**config.mk**
```make
export PLATFORM = sky130hd
export DESIGN_NAME = iab_addr_baud
export DESIGN_NICKNAME = d
export VERILOG_FILES = /design/src/verilog/iab_pkg.sv /design/src/verilog/iab_byte_store.sv /design/src/verilog/iab_addr_baud.sv
export SDC_FILE = /design/constraint.sdc
export NUM_CORES = 1
export LEC_CHECK = 0
export ABC_AREA = 1
export BUFFER_PORTS_ARGS = -buffer_cell sky130_fd_sc_hd__buf_2
export CAP_MARGIN = 10
export CELL_PAD_IN_SITES_DETAIL_PLACEMENT = 0
export CELL_PAD_IN_SITES_GLOBAL_PLACEMENT = 1
export CORE_ASPECT_RATIO = 1.75
export CORE_MARGIN = 10
export CORE_UTILIZATION = 30
export CTS_BUF_LIST = sky130_fd_sc_hd__clkbuf_2 sky130_fd_sc_hd__clkbuf_4 sky130_fd_sc_hd__clkbuf_8
export DETAILED_ROUTE_END_ITERATION = 10
export PLACE_DENSITY = 0.71
export SYNTH_ARGS = -nofsm -noshare
export SYNTH_HDL_FRONTEND = slang
export SYNTH_SLANG_ARGS = --single-unit
```
**constraint.sdc**
```tcl
create_clock -name clock -period 4.8 [get_ports clock]
set_input_delay 0.48 -clock clock [delete_from_list [all_inputs] [get_ports clock]]
set_output_delay 0.48 -clock clock [all_outputs]
set_load 0.01 [all_outputs]
```
**src/verilog/iab_pkg.sv**
```systemverilog
package iab_pkg;

  // Register byte offsets on the bus, one aligned word each
  localparam logic [4:0] IAB_OFS_STATUS = 5'h00;
  localparam logic [4:0] IAB_OFS_CTRL1 = 5'h04;
  localparam logic [4:0] IAB_OFS_CTRL2 = 5'h08;
  localparam logic [4:0] IAB_OFS_CTRL3 = 5'h0C;
  localparam logic [4:0] IAB_OFS_MASK = 5'h10;
  localparam logic [4:0] IAB_OFS_ADDR = 5'h14;
  localparam logic [4:0] IAB_OFS_BUF = 5'h18;

  // Reset values
  localparam logic [7:0] IAB_RST_CTRL = 8'h00;
  localparam logic [7:0] IAB_RST_MASK = 8'hFF;
  localparam logic [7:0] IAB_RST_ADDR = 8'h00;

  // Field positions
  localparam int IAB_CTRL1_EN_BIT = 5;
  localparam int IAB_ST_MATCH_BIT = 0;
  localparam int IAB_ST_HIGH_BIT = 1;
  localparam int IAB_ST_SCL_BIT = 2;
  localparam int IAB_ST_HOST_BIT = 3;

  // Port mode select encodings
  localparam logic [3:0] IAB_MODE_CLIENT7 = 4'h6;
  localparam logic [3:0] IAB_MODE_CLIENT10 = 4'h7;
  localparam logic [3:0] IAB_MODE_HOST = 4'h8;
  localparam logic [3:0] IAB_MODE_CLIENT7_SP = 4'hE;
  localparam logic [3:0] IAB_MODE_CLIENT10_SP = 4'hF;

  // Fixed prefix of the high address byte in 10-bit addressing
  localparam logic [4:0] IAB_TEN_BIT_PREFIX = 5'h1E;

  // Serial clock period is this many oscillator cycles per divider step
  localparam int IAB_SCL_CYCLES_PER_STEP = 4;
  localparam logic [9:0] IAB_SCL_HALF_STEP = 10'(IAB_SCL_CYCLES_PER_STEP / 2);

  typedef enum logic [1:0] {
    IAB_BUS_IDLE = 2'b01,
    IAB_BUS_ACK = 2'b10
  } iab_bus_state_t;

  // Byte received from the shift logic of the port
  typedef struct packed {
    logic valid;
    logic first;
    logic [7:0] data;
  } iab_rx_t;

  typedef struct packed {
    iab_bus_state_t bus;
    logic [31:0] rdata;
    logic [7:0] ctrl1;
    logic [7:0] ctrl2;
    logic [7:0] ctrl3;
    logic [7:0] mask;
    logic [7:0] addr;
    logic matched;
    logic high_ok;
    logic match_pulse;
    logic [9:0] scl_cnt;
    logic scl;
  } iab_state_t;

endpackage

```
**src/verilog/iab_byte_store.sv**
```systemverilog
`timescale 1ns/100ps
`default_nettype none

// Holds its content across resets: deliberately no reset input
module iab_byte_store
  import iab_pkg::*;
(
  input wire logic clock,
  input wire logic wr_en,
  input wire logic [7:0] wr_data,
  output logic [7:0] rd_data
);

  logic [7:0] mem_reg;

  always_ff @(posedge clock)
  begin
    if (wr_en)
    begin
      mem_reg <= wr_data;
    end
    rd_data <= mem_reg;
  end

endmodule

`default_nettype wire

```
**src/verilog/iab_addr_baud.sv**
```systemverilog
`timescale 1ns/100ps
`default_nettype none

// Summary of operation
// Host mode serial clock period is four times divider plus one oscillator cycles.
// High 10-bit address byte must carry prefix 11110; hardware checks it, ignores register bits 7-3.
// High 10-bit byte compares register bits 2-1 as top address bits; bit 0 ignored.
// Low 10-bit byte compares all eight register bits against received byte.
// 7-bit client address is register bits 7-1; bit 0 is don't-care.
// Eight-bit software buffer carries bytes; undefined at power-up, kept across resets.
// Received address bits 7-1 take part only where the mask bit is one.
// Software must not load divider values 0, 1 or 2 in bus mode.
// 10-bit match declared only after high byte then low byte both match.
module iab_addr_baud
  import iab_pkg::*;
(
  input wire logic clock,
  input wire logic rstn,
  input wire logic [4:0] address,
  input wire logic read,
  input wire logic write,
  input wire logic [31:0] writedata,
  output logic [31:0] readdata,
  output logic waitrequest,
  input wire iab_rx_t rx_in,
  output logic addr_match,
  output logic scl_clk,
  output logic [3:0] port_mode_select,
  output logic port_enable
);

  iab_state_t st_reg;
  iab_state_t st_next;
  logic [7:0] buf_rdata;
  logic buf_wr;
  logic [7:0] buf_wdata;
  logic bus_req;
  logic bus_take;
  logic mode_c7;
  logic mode_c10;
  logic mode_host;
  logic [9:0] scl_half;

  // True when every masked bit of the received byte equals the stored one
  function automatic logic masked_eq(input logic [7:0] rx, input logic [7:0] own,
                                     input logic [7:0] msk);
    masked_eq = (((rx ^ own) & msk) == 8'h00);
  endfunction

  function automatic logic [31:0] rd_mux(input logic [4:0] a, input iab_state_t s,
                                         input logic [7:0] bdata);
    logic [7:0] stat;
    stat = 8'h00;
    stat[IAB_ST_MATCH_BIT] = s.matched;
    stat[IAB_ST_HIGH_BIT] = s.high_ok;
    stat[IAB_ST_SCL_BIT] = s.scl;
    stat[IAB_ST_HOST_BIT] = (s.ctrl1[3:0] == IAB_MODE_HOST);
    unique case (a)
      IAB_OFS_STATUS: rd_mux = {24'h000000, stat};
      IAB_OFS_CTRL1: rd_mux = {24'h000000, s.ctrl1};
      IAB_OFS_CTRL2: rd_mux = {24'h000000, s.ctrl2};
      IAB_OFS_CTRL3: rd_mux = {24'h000000, s.ctrl3};
      IAB_OFS_MASK: rd_mux = {24'h000000, s.mask};
      IAB_OFS_ADDR: rd_mux = {24'h000000, s.addr};
      IAB_OFS_BUF: rd_mux = {24'h000000, bdata};
      default: rd_mux = 32'h00000000;
    endcase
  endfunction

  assign bus_req = read | write;
  assign bus_take = (st_reg.bus == IAB_BUS_ACK) & bus_req;
  assign waitrequest = ~(st_reg.bus == IAB_BUS_ACK);
  assign readdata = st_reg.rdata;
  assign addr_match = st_reg.match_pulse;
  assign scl_clk = st_reg.scl;
  assign port_mode_select = st_reg.ctrl1[3:0];
  assign port_enable = st_reg.ctrl1[IAB_CTRL1_EN_BIT];

  assign mode_c7 = port_enable &
    ((port_mode_select == IAB_MODE_CLIENT7) | (port_mode_select == IAB_MODE_CLIENT7_SP));
  assign mode_c10 = port_enable &
    ((port_mode_select == IAB_MODE_CLIENT10) | (port_mode_select == IAB_MODE_CLIENT10_SP));
  assign mode_host = port_enable & (port_mode_select == IAB_MODE_HOST);

  // Half of the period: (divider + 1) * 4 / 2 cycles
  assign scl_half = (10'(st_reg.addr) + 10'h001) * IAB_SCL_HALF_STEP;

  // A received byte takes priority over a bus write in the same cycle
  assign buf_wr = rx_in.valid | (bus_take & write & (address == IAB_OFS_BUF));
  assign buf_wdata = rx_in.valid ? rx_in.data : writedata[7:0];

  iab_byte_store u_buf (
    .clock(clock),
    .wr_en(buf_wr),
    .wr_data(buf_wdata),
    .rd_data(buf_rdata)
  );

  always_comb
  begin
    st_next = st_reg;
    st_next.match_pulse = 1'b0;

    unique case (st_reg.bus)
      IAB_BUS_IDLE:
      begin
        if (bus_req)
        begin
          st_next.bus = IAB_BUS_ACK;
          st_next.rdata = read ? rd_mux(address, st_reg, buf_rdata) : 32'h00000000;
        end
      end
      IAB_BUS_ACK:
      begin
        st_next.bus = IAB_BUS_IDLE;
      end
      default:
      begin
        st_next.bus = IAB_BUS_IDLE;
      end
    endcase

    if (bus_take & write)
    begin
      unique case (address)
        IAB_OFS_STATUS:
        begin
          if (writedata[IAB_ST_MATCH_BIT])
          begin
            st_next.matched = 1'b0;
          end
        end
        IAB_OFS_CTRL1: st_next.ctrl1 = writedata[7:0];
        IAB_OFS_CTRL2: st_next.ctrl2 = writedata[7:0];
        IAB_OFS_CTRL3: st_next.ctrl3 = writedata[7:0];
        IAB_OFS_MASK: st_next.mask = writedata[7:0];
        // Values 0..2 are not trapped; software keeps out of them
        IAB_OFS_ADDR: st_next.addr = writedata[7:0];
        default:
        begin
        end
      endcase
    end

    // Address compare on received bytes; set wins over the software clear
    if (rx_in.valid)
    begin
      if (mode_c7 & rx_in.first)
      begin
        if (masked_eq(rx_in.data, st_reg.addr, {st_reg.mask[7:1], 1'b0}))
        begin
          st_next.matched = 1'b1;
          st_next.match_pulse = 1'b1;
        end
      end
      else if (mode_c10 & rx_in.first)
      begin
        // Only bits 2-1 come from the register; the prefix is fixed
        st_next.high_ok = (rx_in.data[7:3] == IAB_TEN_BIT_PREFIX) &
          masked_eq({5'h00, rx_in.data[2:1], 1'b0}, {5'h00, st_reg.addr[2:1], 1'b0},
                    {5'h00, st_reg.mask[2:1], 1'b0});
      end
      else if (mode_c10 & st_reg.high_ok)
      begin
        st_next.high_ok = 1'b0;
        if (masked_eq(rx_in.data, st_reg.addr, st_reg.mask))
        begin
          st_next.matched = 1'b1;
          st_next.match_pulse = 1'b1;
        end
      end
      else
      begin
        st_next.high_ok = 1'b0;
      end
    end

    if (!mode_c10)
    begin
      st_next.high_ok = 1'b0;
    end

    // Baud generator; the >= guards against a divider lowered mid-count
    if (mode_host)
    begin
      if (st_reg.scl_cnt + 10'h001 >= scl_half)
      begin
        st_next.scl_cnt = 10'h000;
        st_next.scl = ~st_reg.scl;
      end
      else
      begin
        st_next.scl_cnt = st_reg.scl_cnt + 10'h001;
      end
    end
    else
    begin
      st_next.scl_cnt = 10'h000;
      st_next.scl = 1'b1;
    end
  end

  always_ff @(posedge clock or negedge rstn)
  begin
    if (!rstn)
    begin
      st_reg.bus <= IAB_BUS_IDLE;
      st_reg.rdata <= 32'h00000000;
      st_reg.ctrl1 <= IAB_RST_CTRL;
      st_reg.ctrl2 <= IAB_RST_CTRL;
      st_reg.ctrl3 <= IAB_RST_CTRL;
      st_reg.mask <= IAB_RST_MASK;
      st_reg.addr <= IAB_RST_ADDR;
      st_reg.matched <= 1'b0;
      st_reg.high_ok <= 1'b0;
      st_reg.match_pulse <= 1'b0;
      st_reg.scl_cnt <= 10'h000;
      st_reg.scl <= 1'b1;
    end
    else
    begin
      st_reg <= st_next;
    end
  end

endmodule

`default_nettype wire

```
Word-level counts from Yosys, hierarchy flattened
Cells that the tools add are included.

storage, ports and cells
  flip-flop bits (word level) = 104
  bits of input ports = 51
  output and inout bits = 40
  logic and storage cells = 92

cells by class
  add/sub/neg operators = 2
  magnitude comparators = 1
  equal/unequal tests = 18
  mux-type cells = 25
  bitwise logic cells = 21
  reductions and logical operators = 11

operators by type and width
  operator                                        number
  case mux 8 bit (7 select lines)                 1
  2-to-1 mux 34 bit                               1
  2-to-1 mux 32 bit                               1
  zero test 8 bit                                 3
  == test 5 bit (second input constant)           4
  2-to-1 mux 1 bit                                17
  bitwise AND 8 bit                               2
  AND reduction 2 bit                             7
  == test 4 bit (second input constant)           3
  2-to-1 mux 11 bit                               1
  adder 10 x 1 -> 10 bit (second input constant)  1
  bitwise AND 1 bit                               10
  == test 5 x 4 -> 1 bit (second input constant)  2
  greater-or-equal comparator 10 bit              1
  2-to-1 mux 10 bit                               1
  adder 8 x 1 -> 9 bit (second input constant)    1
  == test 4 x 3 -> 1 bit (second input constant)  2
  2-to-1 mux 8 bit                                1
  XOR 8 bit                                       1
  != test 2 bit (second input constant)           3
  == test 5 x 3 -> 1 bit (second input constant)  1
  zero test 5 bit                                 1
  OR 1 bit                                        4
  bitwise AND 3 bit                               1
  7 further kinds                                 8

Logic depth before layout (Yosys ltp)
  word-level depth = 10
  mapped depth = 16
  depth with buffers taken out = 16

Hierarchy
From an unflattened synthesis, not the netlist that was laid out.

second synthesis, totals
  cell total of the unflattened synthesis = 555
  area total of the unflattened synthesis = 4406.7 um^2

modules (own cells, without submodules)
  module          times used  cells an instance  area each (um^2)  seq. area each (um^2)
  iab_addr_baud   1           539                4006.3            1614.0
  iab_byte_store  1           16                 400.4             400.4

Least setup slack after synthesis
No wires, ideal clock.

  path type = reg2reg
  start = register st_reg[1] in the netlist's numbering
  end = register st_reg[10] in the netlist's numbering
  setup time = 0.131 ns
  data arrival time = 2.126 ns
  required time = 4.669 ns
  setup slack = 2.543 ns
  stages on the path, launching flop included = 14
  path buffers = 1
  period minus slack after synthesis = 2.257 ns
  path through = dfrtp_1 > ha_1 > nand2_1 > nor2_1 > nand3_1 > xor2_1 > inv_1 > ha_1 > nand2_1 > nor2_1 > nand3b_1 > nand4_1 > clkbuf_1 > nor2_1

RTL lines
  item                    line                  RTL
  start, declared         iab_addr_baud.sv:32   iab_state_t st_reg;
  start signal, assigned  iab_addr_baud.sv:222  st_reg <= st_next;

==> flow_metrics.tcl <==
set metrics [dict create \
    status "finished clean" \
    combPwrFrac 0.144 \
    cp-start-kind "register" \
    fmax_mhz 365 \
    p_int_mw 1.11 \
    seq_power_share 0.514 \
    synth_top_family_by_area "simple AND/OR/NAND/NOR gates" \
    fillCellCount 1594 \
    insertion_delay_ns 0.37 \
    syn_avg_cell_area_um2 8.13 \
    grt.total_usage 0.119 \
    syn2layout_area_growth_pct 8.40 \
    drv_cap 0 \
    num-nets-final 643 \
    crit_type "register to register" \
    required_ns 5.09 \
    ant_nets 0 \
    cts_resized 0 \
    cts_root_buffer "clkbuf_8" \
    initial_core_util 0.304 \
    n_antenna_cell 0 \
    clock_path_buffers 2 \
    route.detailed.drc 0 \
    peakVddDrop_uv 122 \
    clkSinkCount 80 \
    hpwl_um 9600 \
    syn_inst 555 \
    drv_slew 0 \
    io_buffer_count 42 \
    fp-row-count 59 \
    die_h_um 182 \
    synth_compound_area_frac 0.0968 \
    gp_congestion 0.873 \
    path_common_cell "nand2_1" \
    fp.coreArea_um2 14800 \
    synth.area.mux_share 0 \
    cts_max_level 3 \
    synth-xor-area-share 0.0213 \
    synthAdderAreaFrac 0.0305 \
    multiInputGateArea_um2 1970 \
    p_per_area_nw_per_um2 317 \
    grt_overflow 0 \
    drt-initial-drc-count 226 \
    ys_ff_latch 80 \
    switching_share 0.287 \
    cp.arrival_ns 3.03 \
    yosysWarnings 0 \
    cts_made_buffers 9 \
    critPathMaxStageDelay_ns 0.46 \
    syn_area_um2 4510 \
    hold_class "primary input to async pin" \
    ios 91 \
    viasPerCell 4.61 \
    drt_wl_total_um 12100 \
    grt_pass1_wl_um 19200 \
    clk_pin_slew_worst_paths_ns 0.08 \
    drt_pass1_iterations 4 \
    yosysSeqAreaShare 0.446 \
    postCtsSetupBuffers 0 \
    reg2regPathDepth 14 \
    critPathBufInv 2 \
    setup_viol 0 \
    power_mw 1.55 \
    cts_hold_buf 0 \
    max_slew_margin 0.388 \
    die_area_um2 20500 \
    finalHoldViolations 0 \
    synthSimpleGateAreaFrac 0.269 \
    switchingPower_mw 0.445 \
    layout-drive-gt1-share 0.176 \
    grt_antenna_before_repair 0 \
    rsz0062_at_grt "no" \
    grt_pass1_vias 3714 \
    p_clk_frac 0.342 \
    min_period_over_period 0.571 \
    tightest_slew_ns 0.916 \
    yosys.cell_types.count 42 \
    seq_area_um2 2010 \
    worst-path-stages 14 \
    crit_fanout 11 \
    die_w_um 113 \
    slowest_stage "dfrtp_1" \
    tns_ns 0 \
    largest_reg_flops 49 \
    critPathTopFamily "simple AND/OR/NAND/NOR gates" \
    cts_tree "built" \
    end_kind "register" \
    wl_per_cell_um 15.7 \
    vias 3548 \
    crit_chain "ha_1 -> nand2_1 -> nor2_1 -> nand3_1 -> xor2_1 -> inv_1 -> ha_1 -> nand2_1 -> inv_1 -> nand2_1 -> nand2_1 -> a21oi_1 -> nand4_1 -> nor2_1" \
    fin_skew_ns 0.0105 \
    grt_start_max_net_pins 65 \
    period_needed_ns 2.74 \
    leakage_nw 2.39 \
]
==> worst reg2reg max path, cell delays in order, from the launching register on <==
cell and delay (ns):
dfrtp_1 0.46, ha_1 0.20, nand2_1 0.10, nor2_1 0.23
nand3_1 0.13, xor2_1 0.21, inv_1 0.07, ha_1 0.30
nand2_1 0.08, inv_1 0.06, nand2_1 0.06, nand2_1 0.06
a21oi_1 0.12, nand4_1 0.37, nor2_1 0.22
==> logic make-up (layout without fill, tap and decap cells) <==
logic type / Yosys count / in the layout
xor gates and xnor gates: 11 / 11
and+or+nand+nor: 259 / 259
other: 1 / 24
AOI/OAI and AO/OA: 78 / 78
adders and majority gates: 11 / 11
buffers and inverters: 115 / 123
DFF: 80 / 80
==> final cells by class <==
type                            instances  area share
Clock inverter                          2     0.00767
Inverter                               64      0.0504
Clock buffer                           14      0.0355
Multi-Input combinational cell        383       0.403
Tap cell                              183      0.0468
Timing Repair Buffer                   43      0.0445
Sequential cell                        80       0.412
==> power by group through the flow <==
stage / sequential, mW / combinational (mW) / clock, mW
floorplan: 0.792 / 0.178 / 0
global placement: 0.809 / 0.223 / 0
detailed placement: 0.811 / 0.228 / 0
CTS: 0.797 / 0.229 / 0.540
global route: 0.807 / 0.259 / 0.560
finish: 0.798 / 0.224 / 0.530
==> cells in the mapped netlist, drive strengths merged <==
| cell type | count | area, um2 |
|---|---|---|
| ha | 11 | 138 |
| nand3b | 2 | 15.0 |
| o31ai | 1 | 7.51 |
| nand3 | 20 | 128 |
| o21a | 1 | 7.51 |
| nand2 | 148 | 571 |
| nand4 | 22 | 159 |
| o21bai | 2 | 15.0 |
| a21oi | 11 | 55.1 |
| clkbuf | 7 | 26.3 |
| o211ai | 1 | 7.51 |
| xnor2 | 1 | 8.76 |
| dfrtp | 54 | 1350 |
| dfstp | 10 | 263 |
| buf | 44 | 339 |
| and3 | 2 | 12.5 |
| or2 | 2 | 12.5 |
| a31o | 1 | 8.76 |
| nor3 | 8 | 55.1 |
| nor2 | 55 | 260 |
| xor2 | 10 | 87.6 |
| edfxtp | 8 | 240 |
| clkinv | 2 | 13.8 |
| o21ai | 61 | 335 |
| conb | 1 | 3.75 |
| inv | 62 | 233 |
| dfxtp | 8 | 160 |
==> routing by layer <==
layer  vias up  GRT usage  part of all wire
li1       1780          -                 -
met1      1656      0.116              0.37
met2        86      0.222              0.54
met3        26     0.0243             0.044
met4         0     0.0734             0.047
met5         -          0                 0
==> stage by stage <==
| step | worst slack (ns) | hold slack, ns | instances | util | cell area, um2 |
|---|---|---|---|---|---|
| CTS | 1.97 | 0.321 | 769 | 0.330 | 4890 |
| finish | 2.06 | 0.282 | 769 | 0.330 | 4890 |
| global route | 1.67 | 0.351 | 769 | 0.330 | 4890 |
| detailed placement | 1.99 | 0.327 | 753 | 0.315 | 4680 |
| global placement | 2.11 | 0.325 | 753 | 0.315 | 4680 |
| floorplan | 2.54 | 0.184 | 578 | - | 4600 |
==> placed cells by master (no fill, tap or decap), drive strengths merged <==
cell type    n
ha          11
a21oi       11
nand4       22
and3         2
dfxtp        8
nor3         8
bufinv       1
o31ai        1
conb        24
o211ai       1
clkinv       2
nand3       20
clkinvlp     1
nand3b       2
dfrtp       54
xor2        10
o21a         1
o21bai       2
edfxtp       8
nor2        55
or2          2
xnor2        1
clkbuf      14
nand2      148
inv         62
o21ai       61
dfstp       10
buf         43
a31o         1
==> path summary, 6_finish.rpt <==
kind / startpoint / end / slack, ns
min reg2reg: u_buf.mem_reg[2] / u_buf.rd_data[2] / 0.34
max reg2reg: st_reg[1] / st_reg[4] / 2.06
max in group asynchronous: rstn / readdata[3] / 3.97
min in group clock: u_buf.mem_reg[2] / u_buf.rd_data[2] / 0.34
min: rstn / st_reg[15] / 0.28
max: st_reg[1] / st_reg[4] / 2.06
(Power assumes the default switching activity.)
